### src/card_cmd_cfg.svh
`ifndef CARD_CMD_CFG_SVH
`define CARD_CMD_CFG_SVH

// Register byte offsets
`define OFS_CONFIG 6'h00
`define OFS_STATUS 6'h04
`define OFS_ARG 6'h08
`define OFS_RCA 6'h0C
`define OFS_SIZES 6'h10
`define OFS_RECORD0 6'h14
`define OFS_RECORD1 6'h18
`define OFS_RECORD2 6'h1C
`define OFS_RECORD3 6'h20

// Configuration register fields
`define CFG_SIZE_FACTOR_LSB 0
`define CFG_BASE_LSB 3
`define CFG_LAYOUT_GRP 8
`define CFG_FORMAT_LSB 9
`define CFG_ECC_LSB 11
`define CFG_TEMP_LOCK 13
`define CFG_COPY 14
`define CFG_PERM_LOCK 15
`define CFG_RESET 16'h0000

// Status register fields
`define ST_CMD_SEEN 0
`define ST_FRAME_ERR 1
`define ST_PROT_ERR 2
`define ST_UNSUPP 3
`define ST_SELECTED 4
`define ST_IDX_LSB 8
`define ST_TYPE_LSB 16
`define SIZES_FACTOR_LSB 16

// Fixed record contents
`define CLASS_MASK 12'h0F5
`define ERASE_SCALE 5'h1F
`define PROTECT_SPAN 5'h08
`define GROUP_PROT_EN 1'h1
`define DEFAULT_ECC 2'h0
`define PROG_RATIO 3'h4
`define PARTIAL_WR 1'h0
`define SIZE_FACTOR_OFFSET 4'h2

// Record bit positions
`define REC_CLASS_LSB 84
`define REC_RDLEN_LSB 80
`define REC_SIZE_FACTOR_LSB 47
`define REC_BASE_LSB 42
`define REC_SCALE_LSB 37
`define REC_SPAN_LSB 32
`define REC_GRPEN 31
`define REC_DECC_LSB 29
`define REC_RATIO_LSB 26
`define REC_WRLEN_LSB 22
`define REC_PARTIAL 21
`define REC_LAYOUT 15
`define REC_COPY 14
`define REC_PERM 13
`define REC_TEMP 12
`define REC_FORMAT_LSB 10
`define REC_ECC_LSB 8
`define REC_CRC_LSB 1
`define REC_END 0

// Command frame
`define FRAME_BITS 48
`define FRAME_CNT_LAST 6'h2F
`define FRAME_CRC_LAST 6'h27
`define CRC_POLY 7'h09

`endif

### src/card_cmd_pkg.sv
package card_cmd_pkg;

  typedef enum logic [1:0] {
    broadcast_no_reply = 2'b00,
    broadcast_reply = 2'b01,
    addressed_command = 2'b10,
    addressed_payload = 2'b11
  } cmd_kind_type;

  typedef enum logic [1:0] {
    rx_idle = 2'b00,
    rx_shift = 2'b01,
    rx_check = 2'b10
  } rx_state_type;

  typedef struct packed {
    logic [5:0] index;
    logic [31:0] arg;
    cmd_kind_type kind;
    logic reply_due;
    logic protect_err;
  } cmd_info_type;

endpackage : card_cmd_pkg

### src/card_cmd_frame.sv
// Summary of operation
// - Erase unit is (base+1) times (scale+1); the 10-bit size register reads zero when base is 31
// - Erase scale field always reads 0x1F
// - Size factor is two to (code+2)
// - Protect group span field holds eight
// - Group protection allowed bit reads one
// - Recommended error code field reads zero
// - Program time ratio code reads four
// - Partial write allowed bit fixed zero
// - Copy flag settable once, never cleared
// - Permanent lockout once set refuses writes forever
// - Temporary lockout refuses writes while set
// - File layout codes stored per group
// - Storage error code field, two bits
// - Record ends with seven-bit checksum
// - Reply when called for: 1-3 always, 9/10/13 on address match, 7 on match with a nonzero address, 0/4/15 never, others when selected
// - Basic class commands implemented
// - Block, protect, lock supported; streams not
// - Erase 35,36,38 accepted; 32-34,37 not
// - Four command kinds classified
// - Frame is exactly 48 bits
// - Bits arrive most significant first
// - Class mask reported in the record
// - Class mask fixed at 0x0F5
// - Block length code below twelve
//
// Implementation choices: the address map and the Avalon-MM interface to the registers.
`timescale 1ns/1ps
`include "card_cmd_cfg.svh"

module card_cmd_frame
  import card_cmd_pkg::*;
#(
  parameter logic [3:0] WRITE_LEN_CODE = 4'h9, // Write block length code
  parameter logic [3:0] READ_LEN_CODE = 4'h9 // Read block length code
) (
  input wire logic clk_sys_i, // System clock, 50 MHz
  input wire logic rst_i, // Asynchronous reset, active high
  input wire logic [5:0] avs_address_i, // Byte address
  input wire logic avs_read_i, // Read request
  input wire logic avs_write_i, // Write request
  input wire logic [31:0] avs_writedata_i, // Write data
  input wire logic [3:0] avs_byteenable_i, // Byte enables
  output logic [31:0] avs_readdata_o, // Read data
  output logic avs_waitrequest_o, // Stall
  input wire logic bus_clk_i, // Host bus clock pin
  input wire logic cmd_line_i, // Command line pin
  output logic cmd_valid_o, // One-cycle pulse: command taken
  output cmd_info_type cmd_o // Last decoded command
);

  if (WRITE_LEN_CODE > 4'hB || READ_LEN_CODE > 4'hB) begin : g_len_check
    $error("block length code above eleven is reserved");
  end

  function automatic logic [6:0] crc7_step(input logic [6:0] crc,
                                           input logic bit_in);
    logic fb;
    fb = crc[6] ^ bit_in;
    crc7_step = {crc[5:0], 1'b0} ^ (fb ? `CRC_POLY : 7'h00);
  endfunction : crc7_step

  function automatic logic [6:0] crc7_record(input logic [119:0] bits);
    logic [6:0] c;
    c = 7'h00;
    for (int i = 119; i >= 0; i--) begin
      c = crc7_step(c, bits[i]);
    end
    crc7_record = c;
  endfunction : crc7_record

  function automatic logic cmd_supported(input logic [5:0] idx);
    case (idx)
      6'd0, 6'd1, 6'd2, 6'd3, 6'd4, 6'd7, 6'd9, 6'd10,
      6'd12, 6'd13, 6'd15: cmd_supported = 1'b1;
      6'd16, 6'd17, 6'd18, 6'd24, 6'd25, 6'd26, 6'd27,
      6'd28, 6'd29, 6'd30, 6'd42: cmd_supported = 1'b1;
      6'd35, 6'd36, 6'd38: cmd_supported = 1'b1;
      default: cmd_supported = 1'b0;
    endcase
  endfunction : cmd_supported

  function automatic cmd_kind_type cmd_kind(input logic [5:0] idx);
    case (idx)
      6'd0, 6'd4: cmd_kind = broadcast_no_reply;
      6'd1, 6'd2: cmd_kind = broadcast_reply;
      6'd17, 6'd18, 6'd24, 6'd25, 6'd26, 6'd27, 6'd30,
      6'd42: cmd_kind = addressed_payload;
      default: cmd_kind = addressed_command;
    endcase
  endfunction : cmd_kind

  function automatic logic cmd_alters(input logic [5:0] idx);
    case (idx)
      6'd24, 6'd25, 6'd26, 6'd27, 6'd28, 6'd29,
      6'd35, 6'd36, 6'd38: cmd_alters = 1'b1;
      default: cmd_alters = 1'b0;
    endcase
  endfunction : cmd_alters

  // Bus slave
  logic ack_r;
  logic [31:0] rdata_r;
  logic [15:0] config_r;
  logic [4:0] status_r;
  logic [15:0] rca_r;
  logic selected_r;
  logic wr_take;
  logic rd_take;
  logic [31:0] rd_mux;

  assign avs_waitrequest_o = (avs_read_i | avs_write_i) & ~ack_r;
  assign wr_take = avs_write_i & ack_r;
  assign rd_take = avs_read_i & ~ack_r;
  assign avs_readdata_o = rdata_r;

  always_ff @(posedge clk_sys_i or posedge rst_i) begin
    if (rst_i) begin
      ack_r <= 1'b0;
    end else begin
      ack_r <= (avs_read_i | avs_write_i) & ~ack_r;
    end
  end

  // Record fields
  logic [2:0] size_factor_code;
  logic [4:0] unit_base;
  logic [127:0] record_body;
  logic [127:0] record;
  logic [9:0] erase_unit_size;
  logic [9:0] size_factor;

  assign size_factor_code = config_r[`CFG_SIZE_FACTOR_LSB +: 3];
  assign unit_base = config_r[`CFG_BASE_LSB +: 5];
  assign erase_unit_size = 10'((unit_base + 10'h001) *
                               (`ERASE_SCALE + 10'h001));
  assign size_factor = 10'(10'h001 << (size_factor_code + `SIZE_FACTOR_OFFSET));

  always_comb begin
    record_body = '0;
    record_body[`REC_CLASS_LSB +: 12] = `CLASS_MASK;
    record_body[`REC_RDLEN_LSB +: 4] = READ_LEN_CODE;
    record_body[`REC_SIZE_FACTOR_LSB +: 3] = size_factor_code;
    record_body[`REC_BASE_LSB +: 5] = unit_base;
    record_body[`REC_SCALE_LSB +: 5] = `ERASE_SCALE;
    record_body[`REC_SPAN_LSB +: 5] = `PROTECT_SPAN;
    record_body[`REC_GRPEN] = `GROUP_PROT_EN;
    record_body[`REC_DECC_LSB +: 2] = `DEFAULT_ECC;
    record_body[`REC_RATIO_LSB +: 3] = `PROG_RATIO;
    record_body[`REC_WRLEN_LSB +: 4] = WRITE_LEN_CODE;
    record_body[`REC_PARTIAL] = `PARTIAL_WR;
    record_body[`REC_LAYOUT] = config_r[`CFG_LAYOUT_GRP];
    record_body[`REC_COPY] = config_r[`CFG_COPY];
    record_body[`REC_PERM] = config_r[`CFG_PERM_LOCK];
    record_body[`REC_TEMP] = config_r[`CFG_TEMP_LOCK];
    record_body[`REC_FORMAT_LSB +: 2] = config_r[`CFG_FORMAT_LSB +: 2];
    record_body[`REC_ECC_LSB +: 2] = config_r[`CFG_ECC_LSB +: 2];
    record_body[`REC_END] = 1'b1;
    record = record_body;
    record[`REC_CRC_LSB +: 7] = crc7_record(record_body[127:8]);
  end

  // Configuration: copy and permanent lockout only ever set
  always_ff @(posedge clk_sys_i or posedge rst_i) begin
    if (rst_i) begin
      config_r <= `CFG_RESET;
    end else if (wr_take && avs_address_i == `OFS_CONFIG) begin
      if (avs_byteenable_i[0]) begin
        config_r[7:0] <= avs_writedata_i[7:0];
      end
      if (avs_byteenable_i[1]) begin
        config_r[12:8] <= avs_writedata_i[12:8];
        config_r[`CFG_TEMP_LOCK] <= avs_writedata_i[`CFG_TEMP_LOCK];
        config_r[`CFG_COPY] <= config_r[`CFG_COPY] |
                               avs_writedata_i[`CFG_COPY];
        config_r[`CFG_PERM_LOCK] <= config_r[`CFG_PERM_LOCK] |
                                    avs_writedata_i[`CFG_PERM_LOCK];
      end
    end
  end

  // Link pin synchronisers and bus clock edge
  logic [1:0] clk_sync_r;
  logic [1:0] line_sync_r;
  logic clk_prev_r;
  logic bit_strobe;

  always_ff @(posedge clk_sys_i or posedge rst_i) begin
    if (rst_i) begin
      clk_sync_r <= 2'b00;
      line_sync_r <= 2'b11;
      clk_prev_r <= 1'b0;
    end else begin
      clk_sync_r <= {clk_sync_r[0], bus_clk_i};
      line_sync_r <= {line_sync_r[0], cmd_line_i};
      clk_prev_r <= clk_sync_r[1];
    end
  end

  assign bit_strobe = clk_sync_r[1] & ~clk_prev_r;
  // Frame receiver
  rx_state_type state_r;
  rx_state_type state_nxt;
  logic [5:0] bit_cnt_r;
  logic [46:0] shift_r;
  logic [6:0] crc_r;

  always_comb begin
    state_nxt = state_r;
    case (state_r)
      rx_idle: if (bit_strobe && !line_sync_r[1]) state_nxt = rx_shift;
      rx_shift: begin
        if (bit_strobe && bit_cnt_r == `FRAME_CNT_LAST) begin
          state_nxt = rx_check;
        end
      end
      rx_check: state_nxt = rx_idle;
      default: state_nxt = rx_idle;
    endcase
  end

  always_ff @(posedge clk_sys_i or posedge rst_i) begin
    if (rst_i) begin
      state_r <= rx_idle;
    end else begin
      state_r <= state_nxt;
    end
  end

  always_ff @(posedge clk_sys_i or posedge rst_i) begin
    if (rst_i) begin
      bit_cnt_r <= 6'h00;
      shift_r <= '0;
      crc_r <= 7'h00;
    end else if (state_r == rx_idle) begin
      bit_cnt_r <= 6'h01;
      crc_r <= crc7_step(7'h00, 1'b0);
      shift_r <= '0;
    end else if (state_r == rx_shift && bit_strobe) begin
      bit_cnt_r <= bit_cnt_r + 6'h01;
      shift_r <= {shift_r[45:0], line_sync_r[1]};
      if (bit_cnt_r <= `FRAME_CRC_LAST) begin
        crc_r <= crc7_step(crc_r, line_sync_r[1]);
      end
    end
  end

  // Frame fields: shift_r[46] direction, [45:40] index, [39:8] arg
  logic frame_good;
  logic [5:0] rx_idx;
  logic [31:0] rx_arg;
  logic supported;
  logic locked;
  logic refused;
  logic execute;
  logic addr_match;
  logic reply;

  assign rx_idx = shift_r[45:40];
  assign rx_arg = shift_r[39:8];
  assign frame_good = shift_r[46] && shift_r[0] &&
                      shift_r[7:1] == crc_r;
  assign supported = cmd_supported(rx_idx);
  assign locked = config_r[`CFG_PERM_LOCK] | config_r[`CFG_TEMP_LOCK];
  assign refused = cmd_alters(rx_idx) & locked;
  assign execute = state_r == rx_check && frame_good && supported;
  assign addr_match = rx_arg[31:16] == rca_r;

  always_comb begin
    case (rx_idx)
      6'd0, 6'd4, 6'd15: reply = 1'b0;
      6'd1, 6'd2, 6'd3: reply = 1'b1;
      6'd7: reply = addr_match && rca_r != 16'h0000;
      6'd9, 6'd10, 6'd13: reply = addr_match;
      default: reply = selected_r;
    endcase
  end

  // Card address and selection
  always_ff @(posedge clk_sys_i or posedge rst_i) begin
    if (rst_i) begin
      rca_r <= 16'h0000;
      selected_r <= 1'b0;
    end else if (execute) begin
      if (rx_idx == 6'd0) begin
        rca_r <= 16'h0000;
        selected_r <= 1'b0;
      end else if (rx_idx == 6'd3) begin
        rca_r <= rx_arg[31:16];
      end else if (rx_idx == 6'd7) begin
        selected_r <= addr_match && rca_r != 16'h0000;
      end
    end
  end

  // Command output
  always_ff @(posedge clk_sys_i or posedge rst_i) begin
    if (rst_i) begin
      cmd_valid_o <= 1'b0;
      cmd_o <= '0;
    end else begin
      cmd_valid_o <= execute;
      if (execute) begin
        cmd_o.index <= rx_idx;
        cmd_o.arg <= rx_arg;
        cmd_o.kind <= cmd_kind(rx_idx);
        cmd_o.reply_due <= reply;
        cmd_o.protect_err <= refused;
      end
    end
  end

  // Sticky status: hardware set wins over software clear
  logic [4:0] st_set;
  logic [4:0] st_clr;

  assign st_set = {1'b0, state_r == rx_check && frame_good && !supported,
                   execute && refused, state_r == rx_check && !frame_good,
                   execute};
  assign st_clr = (wr_take && avs_address_i == `OFS_STATUS &&
                   avs_byteenable_i[0]) ? avs_writedata_i[4:0] : 5'h00;

  always_ff @(posedge clk_sys_i or posedge rst_i) begin
    if (rst_i) begin
      status_r <= 5'h00;
    end else begin
      status_r <= ({1'b0, status_r[3:0]} & ~st_clr) | st_set;
    end
  end
  // Read mux
  always_comb begin
    rd_mux = 32'h0000_0000;
    if (avs_address_i == `OFS_CONFIG) begin
      rd_mux[15:0] = config_r;
    end else if (avs_address_i == `OFS_STATUS) begin
      rd_mux[3:0] = status_r[3:0];
      rd_mux[`ST_SELECTED] = selected_r;
      rd_mux[`ST_IDX_LSB +: 6] = cmd_o.index;
      rd_mux[`ST_TYPE_LSB +: 2] = cmd_o.kind;
    end else if (avs_address_i == `OFS_ARG) begin
      rd_mux = cmd_o.arg;
    end else if (avs_address_i == `OFS_RCA) begin
      rd_mux[15:0] = rca_r;
    end else if (avs_address_i == `OFS_SIZES) begin
      rd_mux[9:0] = erase_unit_size;
      rd_mux[`SIZES_FACTOR_LSB +: 10] = size_factor;
    end else if (avs_address_i == `OFS_RECORD0) begin
      rd_mux = record[31:0];
    end else if (avs_address_i == `OFS_RECORD1) begin
      rd_mux = record[63:32];
    end else if (avs_address_i == `OFS_RECORD2) begin
      rd_mux = record[95:64];
    end else if (avs_address_i == `OFS_RECORD3) begin
      rd_mux = record[127:96];
    end
  end

  always_ff @(posedge clk_sys_i or posedge rst_i) begin
    if (rst_i) begin
      rdata_r <= 32'h0000_0000;
    end else if (rd_take) begin
      rdata_r <= rd_mux;
    end
  end

endmodule : card_cmd_frame

### config.mk
export PLATFORM = sky130hd
export DESIGN_NAME = card_cmd_frame
export DESIGN_NICKNAME = d
export VERILOG_FILES = /design/src/card_cmd_pkg.sv /design/src/card_cmd_frame.sv
export VERILOG_INCLUDE_DIRS = /design/src
export SDC_FILE = /design/constraint.sdc
export NUM_CORES = 1
export LEC_CHECK = 0
export BUFFER_PORTS_ARGS = -buffer_cell sky130_fd_sc_hd__buf_4
export CAP_MARGIN = 20
export CORE_MARGIN = 2
export CORE_UTILIZATION = 40
export DETAILED_ROUTE_END_ITERATION = 10
export RECOVER_POWER = 50
export SYNTH_ARGS = -nofsm -noshare
export SYNTH_HDL_FRONTEND = slang
export SYNTH_SLANG_ARGS = --single-unit
### constraint.sdc
create_clock -name clk_sys_i -period 10.45 [get_ports clk_sys_i]
set_clock_uncertainty 0.05 [all_clocks]
set_input_delay 2.09 -clock clk_sys_i [delete_from_list [all_inputs] [get_ports clk_sys_i]]
set_output_delay 2.09 -clock clk_sys_i [all_outputs]
set_load 0.03 [all_outputs]
==> results of run 1 <==
through the flow:
step | setup slack (ps) | hold slack [ps]
after floorplan | 3430 | 281
after global placement | 5780 | 287
after detailed placement | 5760 | 285
after CTS | 5760 | 301
after global routing | 4930 | 312
final | 5480 | 300
synth_stat cells (all sizes together) (12+ instances only):
cell type | n | area (um2)
a21oi | 24 | 120
a22o | 17 | 149
buf | 13 | 119
clkbuf | 50 | 188
dfrtp | 178 | 4450
inv | 14 | 52.6
mux2 | 56 | 766
mux2i | 12 | 120
nand2 | 150 | 563
nand3 | 17 | 85.1
nor2 | 57 | 216
nor2b | 12 | 75.1
nor3 | 13 | 65.1
o21ai | 91 | 455
xnor2 | 42 | 375
logic make-up (layout without fill, tap and decap cells):
kind of cell | Yosys count | after routing
AND/OR/NAND/NOR | 307 | 307
AO/OA/AOI/OAI | 199 | 199
flip-flops | 180 | 180
buffers and inverters | 78 | 159
multiplexers | 69 | 69
XOR/XNOR | 54 | 54
adder cells (fa/ha/maj) | 9 | 9
metal layers:
metal	wire (um)	vias to the layer above	share of wire (%)	track usage, %
li1	-	3296	-	-
met1	10800	3306	45	27.9
met2	11100	236	46	32.4
met3	1560	46	6.5	5.13
met4	627	0	2.6	7.28
met5	0	-	0	0
power by group through the flow:
stage	Sequential, mW	Clock [mW]	Combinational, mW
final	0.757	0.653	0.185
after global routing	0.761	0.701	0.207
after CTS	0.757	0.665	0.196
after detailed placement	0.770	0	0.196
after global placement	0.770	0	0.193
after floorplan	0.777	0	0.126
final timing paths:
kind	startpoint	to	slack (ps)	cells after the start
min	clk_sync_r[0]$_DFF_PP0_	clk_sync_r[1]$_DFF_PP0_	300	0
min in group asynchronous	rst_i	shift_r[6]$_DFFE_PP0P_	2250	2
max in group asynchronous	rst_i	avs_readdata_o[19]$_DFFE_PP0P_	5700	4
max reg2reg	shift_r[41]$_DFFE_PP0P_	cmd_o[40]$_DFFE_PP0P_	5480	7
min reg2reg	clk_sync_r[0]$_DFF_PP0_	clk_sync_r[1]$_DFF_PP0_	300	0
max	shift_r[41]$_DFFE_PP0P_	cmd_o[40]$_DFFE_PP0P_	5480	7
cell usage in the layout (no fill, tap or decap), drive strengths merged, types with 3 or more instances in the layout:
master	n
a2111oi	3
or4	4
inv	20
clkbuf	70
o41ai	5
nor2b	12
a21o	4
a31oi	6
o22ai	9
nand3	17
nand2	150
a221oi	11
o21ai	91
nand2b	8
o32a	3
a21oi	24
nor3	13
nor4	11
xnor2	42
xor2	8
buf	59
o31ai	7
nand4	8
mux2	56
xnor3	4
clkinv	6
and3	4
ha	9
a22o	17
a32oi	3
nor2	57
dfrtp	178
mux2i	12
or2	5
or3	5
clkinvlp	3
final cells by class:
cell class	instances	area, um2	share of cell area, %
sequential	180	4510	43.3
multi-input combinational	638	4240	40.7
timing repair buffer	112	653	6.27
clock buffer	17	425	4.09
tap	285	357	3.43
clock inverter	15	170	1.63
inverter	15	57.6	0.553
sequential cells by signal, indices dropped and copies added (netlist names):
register and cells:
clk_sync_r 2, clk_prev_r 1, avs_readdata_o 32, status_r 4
line_sync_r 2, config_r 16, cmd_o 42, selected_r 1
state_r 2, crc_r 7, ack_r 1, bit_cnt_r 6
rca_r 16, cmd_valid_o 1, shift_r 47
==> results.md, run 1 <==
- Part of the power in combinational logic: a little under an eighth
- Clk pwr share: between 40% and 50%
- P_sw: 464 uW
- Syn Std Cell Area: 9110 um2
- Detailed Routing Iterations Pass 1: 5
- First-pass GRT wire length: around 38000 um
- Total core area: 22500 um2
- Initial antenna violation count: 0
- Slew Viols, Final: 254
- Hold Buf Count CTS: 0
- DR vias/cell: ~5.5
- Worst path top cell family by delay: buffers and inverters
- Crit-path max cell delay: 2400 ps
- NumNets Final: 1021
- Top_reg_cell synth: dfrtp_1
- Number of synthesized flops with an enable pin: 0
- Kind of start point of the critical path: flip-flop
- Layout Cells excl Fill: 1262
- Row count: 55
- Congestion Overflow GR: 0
- Mapped Cells: 896
- Fillers: 2144
- Int Pwr: 1.13 mW
- Sequential area share after synthesis: 49.5%
- Synth Area in Compound Gates: 13.9%
- Inst Count DP: 1230
- Chip height: around 150 um
- Arrival @ worst endpoint: 5240 ps
- XOR/XNOR Fraction of Synth Area: roughly 5.9%
- WS Path Type: flip-flop to flip-flop
- Sw frac: between 20% and 30%
- Overall Global Routing Usage: 20.6%
- Tmin final: 4970 ps
- Req. time, crit path: 10710 ps
- Critical-path cell list: inv_1 -> ha_1 -> mux2i_1 -> nor4_1 -> or3_2 -> clkbuf_1 -> mux2_2
- H-tree depth: 4
- Ys async rst share: 100%
- Number of CTS-inserted buffers: 17
- Peak VDD IR: 0.0907 mV
- Via count: 6884
- Fin area: 10400 um2
- Slew margin rel.: -138%
- Unrepaired setup endpoints after global routing: false
- PwrDens: between 150 and 200 nW/um2
- Clk buf depth: 2
- Dpl hpwl: 17200 um
- Fmax: 0.201 GHz
- # setup viols final: 0
- Mux contribution to synthesized area: under 10%
- Layout cells sized above 1: between 10% and 20%
- Final Core Density: a little under half
- CTS root buf: clkbuf_16
- Crit path max-delay cell type: clkbuf_1
- Hold crit path type: flip-flop to flip-flop
- TNS Setup: 0 ps
- Final period util: 47.6%
- Residual DRC: 0
- Largest net degree at the start of global routing: 103
- Leakage power: 4.67 nW
- Post-CTS Resized: 0
- Clk pin slew, worst setup/hold paths: roughly 70 ps
- Post-Synth Simple-Gate Area: between 15 and 20%
- Vias in the first global route: 6708
- Post-synth cell types: 68
- Failing checks: capacitance limit, slew limit
- Starting density of the core: 40.5%
- Synth Register Bits: 180
- Critical Path Fanout Max: 45
- IO Port Bufs: 105
- WL/cell: 19.1 um
- First DRT Iteration DRCs: 540
- Syn Area/Cell: 10.2 um2
- Routed Wire Length: 24100 um
- Crit path buf inv count: 2
- DP Area: 10000 um2
- Adder-cell share of the synthesized area: 1.24%
- Max-Cap Viols: 5
- Ports: 124
- RePlAce Congestion: 0.925
- Largest family of logic cells by synthesized area: simple AND/OR/NAND/NOR gates
- Synth Warn #: 0
- Clock Latency Late Sink: 450 ps
- Worst setup EP type: flip-flop
- Sequential group share of total power: between 40 and 50%
- Final Power: 1.59 mW
- Final hold viol count: 0
- CTS tree: done
- Ant diodes: 0
- Antenna violation net count after detailed routing: 0
- Clock sink count: between 150 and 200
- Setup Fix Bufs, Post-CTS: 0
- Measured slew at the worst slew-check pin: 3570 ps
- Layout area overhead: 14.2%
- Synthesized Nets: approximately 950
- DIE WIDTH: 155 um
- Status: finished with violations
- Die Area: 24000 um2
No activity file was read; power rests on OpenSTA's default activity.
==> run 2: changes to the inputs <==
--- a/config.mk
+++ b/config.mk
@@ -6,6 +6,7 @@
 export SDC_FILE = /design/constraint.sdc
 export NUM_CORES = 1
 export LEC_CHECK = 0
+export ABC_AREA = 1
 export BUFFER_PORTS_ARGS = -buffer_cell sky130_fd_sc_hd__buf_4
 export CAP_MARGIN = 20
 export CORE_MARGIN = 2
==> constraint.sdc (replaced) <==
create_clock -name clk_sys_i -period 5 [get_ports clk_sys_i]
set_clock_uncertainty 0.05 [all_clocks]
set_input_delay 1 -clock clk_sys_i [delete_from_list [all_inputs] [get_ports clk_sys_i]]
set_output_delay 1 -clock clk_sys_i [all_outputs]
set_load 0.03 [all_outputs]
==> run 2 against run 1 <==
  * The run still ends with capacitance limit, slew limit left
  * Setup slack got worse by 3600 ps
  * Global-route usage grew 1.3 points
  * Flip-flop and latch count stayed put
  * Sequential share of layout area is 0.22 points lower
  * First-iteration DRC count increased by 16%
  * Via count up 12%
  * Area after synthesis shrank 2.0%
==> results.md, run 2 <==
- Layout area overhead: 17.1%
- Post-synth cell types: between 50 and 60
- Clock sink count: 180
- Met3 wire len: 1520 um
- CTS tree: done
- Slew Viols, Final: 181
- # setup viols final: 0
- Mapped Cells: 1061
- Critical Path Fanout Max: 13
- Largest net degree at the start of global routing: 181
- Layout cells sized above 1: 14.1%
- Detailed Routing Iterations Pass 1: 5
- Leakage power: approximately 5.1 nW
- Ports: approximately 120
- Met2 Wirelength: 11800 um
- Sw frac: 30.4%
- Top routing layer in use: met4
- Status: finished with violations
- DIE WIDTH: 153 um
- Total core area: 21900 um2
- Die Area: 23500 um2
- Max-Cap Viols: 1
- TNS Setup: 0 ps
- DP Area: 9990 um2
- Ys async rst share: 100%
- Int Pwr: approximately 2.4 mW
- Syn Area/Cell: 8.42 um2
- Top_reg_cell synth: dfrtp_1
- Sequential area share after synthesis: about 50%
- NumNets Final: about 1200
- Measured slew at the worst slew-check pin: 2490 ps
- H-tree depth: 4
- RePlAce Congestion: approximately 0.95
- Commonest non-fill, non-tap cell in the layout: nand2_1
- Fin area: 10500 um2
- Clk pwr share: 38.4%
- CTS root buf: clkbuf_16
- Synth Warn #: 0
- WS Path Type: input port to flip-flop
- Unrepaired setup endpoints after global routing: false
- Worst r2r src: shift_r[40]$_DFFE_PP0P_
- Crit-path max cell delay: 610 ps
- R2R Path End: rca_r[14]$_DFFE_PP0P_
- Residual DRC: 0
- Inst Count DP: about 1400
- Met1 wire length: roughly 12000 um
- Worst setup EP type: flip-flop
- Worst reg-to-reg setup slack: 2260 ps
- Final hold viol count: 0
- Dpl hpwl: 18500 um
- Sequential group share of total power: between 40 and 50%
- Ranking of synthesized cells by area: dfrtp_1, nand2_1, inv_1
- P_sw: 1.07 mW
- Layout Cells excl Fill: around 1400
- Ant diodes: 0
- Kind of start point of the critical path: input port
- Setup Fix Bufs, Post-CTS: 0
- Starting density of the core: around 41%
- HP Start: clk_sync_r[0]$_DFF_PP0_
- First DRT Iteration DRCs: 626
- Most frequent cells in the layout: nand2_1, dfrtp_1, inv_1
- Critical-path cell list: buf_4 -> nor2_1 -> nand2_1 -> nor2_1 -> inv_1 -> nor2_1 -> nand4_1 -> mux2_2
- Count leader, synth: nand2_1
- Congestion Overflow GR: 0
- Syn Std Cell Area: just under 9000 um2
- Part of the power in combinational logic: 16.9%
- Area fraction of the dominant cell type after synthesis: 49.9%
- Row count: 54
- WL/cell: 17.6 um
- Initial antenna violation count: 0
- Final period util: 62.2%
- Failing checks: capacitance limit, slew limit
- Hold Path Depth: 0
- Hold Buf Count CTS: 0
- Slew margin rel.: -65.9%
- Routed Wire Length: 25500 um
- Post-CTS Resized: 0
- Tmin final: between 3000 and 4000 ps
- Synth area leader: dfrtp_1
- Arrival @ worst endpoint: 3380 ps
- First-pass GRT wire length: 40500 um
- Max reg flops: 47
- Clock Latency Late Sink: 430 ps
- Setup crit start: avs_address_i[1]
- Clk buf depth: 2
- Chip height: about 150 um
- Hold EP: clk_sync_r[1]$_DFF_PP0_
- Synth Register Bits: 180
- Worst reg2reg path depth: 10
- CP most frequent cell: nor2_1
- Req. time, crit path: approximately 5300 ps
- PwrDens: around 340 nW/um2
- Number of CTS-inserted buffers: 17
- Hold crit path type: flip-flop to flip-flop
- Synth top cells by count: nand2_1, dfrtp_1, inv_1
- Overall Global Routing Usage: 21.9%
- DR vias/cell: between 5 and 6
- Number of synthesized flops with an enable pin: 0
- Peak VDD IR: approximately 0.23 mV
- Antenna violation net count after detailed routing: 0
- IO Port Bufs: 105
- Crit path max-delay cell type: nor2_1
- Clk pin slew, worst setup/hold paths: 70 ps
- Vias in the first global route: 7368
- Synthesized Nets: 1118
- Via count: roughly 7700
- Fmax: between 0.3 and 0.4 GHz
- Reg with most FFs: shift_r
==> run 2: worst max-delay path by stage <==
stage                               end  slack (ps)  cells after the start
2_1_floorplan           ack_r$_DFF_PP0_        1640                      1
6_report       config_r[12]$_DFFE_PP0P_        1890                      8
3_5_place_dp   config_r[12]$_DFFE_PP0P_        1500                      8
3_3_place_gp   config_r[12]$_DFFE_PP0P_        1530                      8
4_1_cts        config_r[12]$_DFFE_PP0P_        1950                      8
5_1_grt         shift_r[23]$_DFFE_PP0P_        1400                      3
==> run 2: area by class of cell <==
| type | count | area (um2) |
|---|---|---|
| Fill cell | 2168 | 11400 |
| Clock buffer | 19 | 453 |
| Tap cell | 280 | 350 |
| Sequential cell | 180 | 4510 |
| Inverter | 145 | 546 |
| Clock inverter | 13 | 140 |
| Timing Repair Buffer | 114 | 754 |
| Multi-Input combinational cell | 696 | 3710 |
==> run 2: power groups by stage <==
stage               Combinational [mW]  Clock, mW  Sequential (mW)
CTS                              0.613       1.38             1.57
global route                     0.659       1.44             1.58
finish                           0.592       1.35             1.57
detailed placement               0.611          0             1.60
floorplan                        0.412          0             1.62
global placement                 0.605          0             1.59
==> run 2: worst max-delay path: cells and delay by family <==
kind / cells / cell delay (ps)
buf+inv: 2 / 200
simple gates: 5 / 1720
mux: 1 / 450
==> run 2: metrics by stage <==
step	util (%)	hold slack, ps	setup WS [ps]	power, mW
global route	47.8	315	1400	3.68
CTS	48.3	307	1950	3.57
global placement	45.6	284	1530	2.20
detailed placement	45.6	295	1500	2.21
finish	47.8	304	1890	3.51
floorplan	-	281	1640	2.04
==> run 2: logic make-up (layout without fill, tap and decap cells) <==
| group | after synthesis | in the layout | share of synthesized area [%] |
|---|---|---|---|
| flops | 180 | 180 | 50.5 |
| mux | 1 | 1 | 0.126 |
| fa+ha+maj | 9 | 9 | 1.26 |
| buf+inv | 185 | 291 | 8.06 |
| compound gates | 261 | 261 | 17.1 |
| simple gates | 389 | 389 | 19.1 |
| xor+xnor | 36 | 36 | 3.95 |
==> run 2: per-layer routing <==
metal | GRT usage, % | vias up
met5 | 0 | -
met4 | 5.50 | 0
met3 | 3.97 | 40
met2 | 34.8 | 244
met1 | 31.1 | 3653
li1 | - | 3748
==> run 3: changes to the inputs <==
==> constraint.sdc (replaced) <==
create_clock -name clk_sys_i -period 2.65 [get_ports clk_sys_i]
set_clock_uncertainty 0.05 [all_clocks]
set_input_delay 0.53 -clock clk_sys_i [delete_from_list [all_inputs] [get_ports clk_sys_i]]
set_output_delay 0.53 -clock clk_sys_i [all_outputs]
set_load 0.03 [all_outputs]
==> run 3 against run 2 <==
  * The flow now finishes without violations
  * Flip-flop and latch count unchanged
  * Highest routed layer unchanged
  * Sequential power increased by 89%
  * Global-route usage increased by 0.62 points
  * Power increased by 88%
  * Critical path type is now flip-flop to flip-flop
  * Sequential share of layout area decreased by 0.77 points
  * Final cell count increased by 1.7%
  * Critical endpoint is now rca_r[14]$_DFFE_PP0P_
  * Critical path depth increased by 4
  * Via count increased by 2.4%
  * Setup slack got worse by 1600 ps
  * Die area unchanged
==> results.md, run 3 (same netlist as run 2, synthesis figures left out) <==
- Status: finished clean
- Tmin final: 2390 ps
- Met1 Use GR: 31.8%
- Unrepaired setup endpoints after global routing: false
- First-pass GRT wire length: 41600 um
- First DRT Iteration DRCs: 687
- Largest net degree at the start of global routing: 81
- Hold crit path type: input port to flip-flop
- Row count: 54
- CTS root buf: clkbuf_16
- Post-route setup slack: 264 ps
- Crit-path max cell delay: 430 ps
- Area taken by multi-input logic gates: 3720 um2
- CP most frequent cell: inv_1
- # setup viols final: 0
- Arrival @ worst endpoint: around 2600 ps
- Chip height: approximately 150 um
- Ports: approximately 120
- Leakage power: 5.19 nW
- Commonest non-fill, non-tap cell in the layout: nand2_1
- P_sw: 2.10 mW
- Initial antenna violation count: 0
- Measured slew at the worst slew-check pin: around 1300 ps
- Sw frac: 31.8%
- PwrDens: 620 nW/um2
- Met3 Usage GRT: 3.52%
- Max-Cap Viols: 0
- Total core area: around 22000 um2
- H-tree depth: 4
- Crit path max-delay cell type: dfrtp_1
- Clock sink count: 180
- Overall Global Routing Usage: between 20 and 25%
- Clk pwr share: a little under two fifths
- Number of CTS-inserted buffers: 17
- Ant diodes: 0
- Layout cells sized above 1: approximately 16%
- Layout area overhead: 19.5%
- Part of the power in combinational logic: 17.5%
- Fmax: 0.419 GHz
- Final period util: 90.0%
- Slew Viols, Final: 0
- NumNets Final: around 1200
- RePlAce Congestion: 0.942
- Congestion Overflow GR: 0
- Max reg flops: 47
- Hold Buf Count CTS: 0
- Clk pin slew, worst setup/hold paths: approximately 70 ps
- Final Power: 6.62 mW
- Routed Wire Length: around 26000 um
- Post-Place Worst Slack: around 180 ps
- Fillers: 2156
- WL/cell: 17.9 um
- Starting density of the core: 40.8%
- Most frequent cells in the layout: nand2_1, dfrtp_1, inv_1
- Register area: 4510 um2
- Reg with most FFs: shift_r
- Global route hottest layer: met2
- DR vias/cell: ~5.3
- Clock Latency Late Sink: 440 ps
- Antenna violation net count after detailed routing: 0
- Kind of start point of the critical path: flip-flop
- Min Hold Slack: 150 ps
- Req. time, crit path: 2910 ps
- Critical Path Fanout Max: 6
- IO Port Bufs: 105
- Critical-path cell list: inv_1 -> ha_1 -> inv_1 -> nor2_1 -> o221ai_1 -> a21oi_2 -> nand2_2 -> inv_1 -> o21ai_0 -> buf_4 -> nand2_1 -> o21ai_0
- Via count: 7866
- WS Path Type: flip-flop to flip-flop
- Final Core Density: 48.7%
- Dpl hpwl: 19400 um
- Slew margin rel.: between 10% and 20%
- Residual DRC: 0
- Worst setup EP type: flip-flop
- Clk buf depth: 2
- Die Area: around 24000 um2
- GR Util met2: 35.3%
- Sequential group share of total power: 44.7%
- Final hold viol count: 0
- Detailed Routing Iterations Pass 1: 5
- Peak VDD IR: 0.423 mV
- TNS Setup: 0 ps
- DIE WIDTH: 153 um
- CTS tree: done
- Vias in the first global route: around 7600
- Int Pwr: 4.51 mW
[run 3: cell types whose count changed in the layout (fill, tap and decap cells not counted), sizes merged]
cell,change
buf,+22
clkinv,+2
inv,+2
bufinv,-1
clkinvlp,-1
dlymetal6s4s,+1
[run 3: repair_timing]
item	CTS	global route
setup endpoints to repair	0	10
setup buffers	0	0
resized for setup	0	8
[run 3: layout make-up]
type | count | area share, %
Timing Repair Buffer | 139 | 9.03
Clock buffer | 17 | 3.99
Sequential cell | 180 | 42.3
Inverter | 145 | 5.11
Multi-Input combinational cell | 696 | 34.8
Tap cell | 280 | 3.28
Clock inverter | 15 | 1.44
[run 3: per-stage QoR]
step | cells | instance area [um2]
after floorplan | 1061 | 8930
after global placement | 1440 | 10200
after detailed placement | 1440 | 10200
after CTS | 1472 | 10800
after global routing | 1472 | 10700
final | 1472 | 10700
[run 3: layer usage]
metal  up-vias  part of all wire (%)
met2       281                    46
met1      3760                    45
li1       3782                     -
met5         -                     0
met3        43                   5.9
met4         0                   2.6
[run 3: critical path: cells and delay by family, from the launching register on]
family	cells	cell delay (ps)
fa+ha+maj	1	250
simple gates	3	300
flops	1	430
compound gates	4	670
buf+inv	4	550
[run 3: power by group through the flow]
stage                     clock network [mW]  registers, mW  logic (mW)
after global routing                    2.66           2.97        1.29
after detailed placement                   0           3.01        1.19
final                                   2.50           2.96        1.16
after CTS                               2.54           2.96        1.20
after floorplan                            0           3.06       0.778
after global placement                     0           3.01        1.18
[run 3: path summary, 6_finish.rpt]
check                                        startpoint                       end  slack [ps]  cells past startpoint
worst max-delay path            shift_r[40]$_DFFE_PP0P_     rca_r[14]$_DFFE_PP0P_         260                     12
worst min-delay path                         cmd_line_i  line_sync_r[0]$_DFF_PP1_         150                      1
worst max register to register  shift_r[40]$_DFFE_PP0P_     rca_r[14]$_DFFE_PP0P_         260                     12
worst min register to register  clk_sync_r[0]$_DFF_PP0_   clk_sync_r[1]$_DFF_PP0_         300                      0
max in group asynchronous                         rst_i   config_r[3]$_DFFE_PP0P_         670                      3
min in group asynchronous                         rst_i   shift_r[43]$_DFFE_PP0P_         170                      2
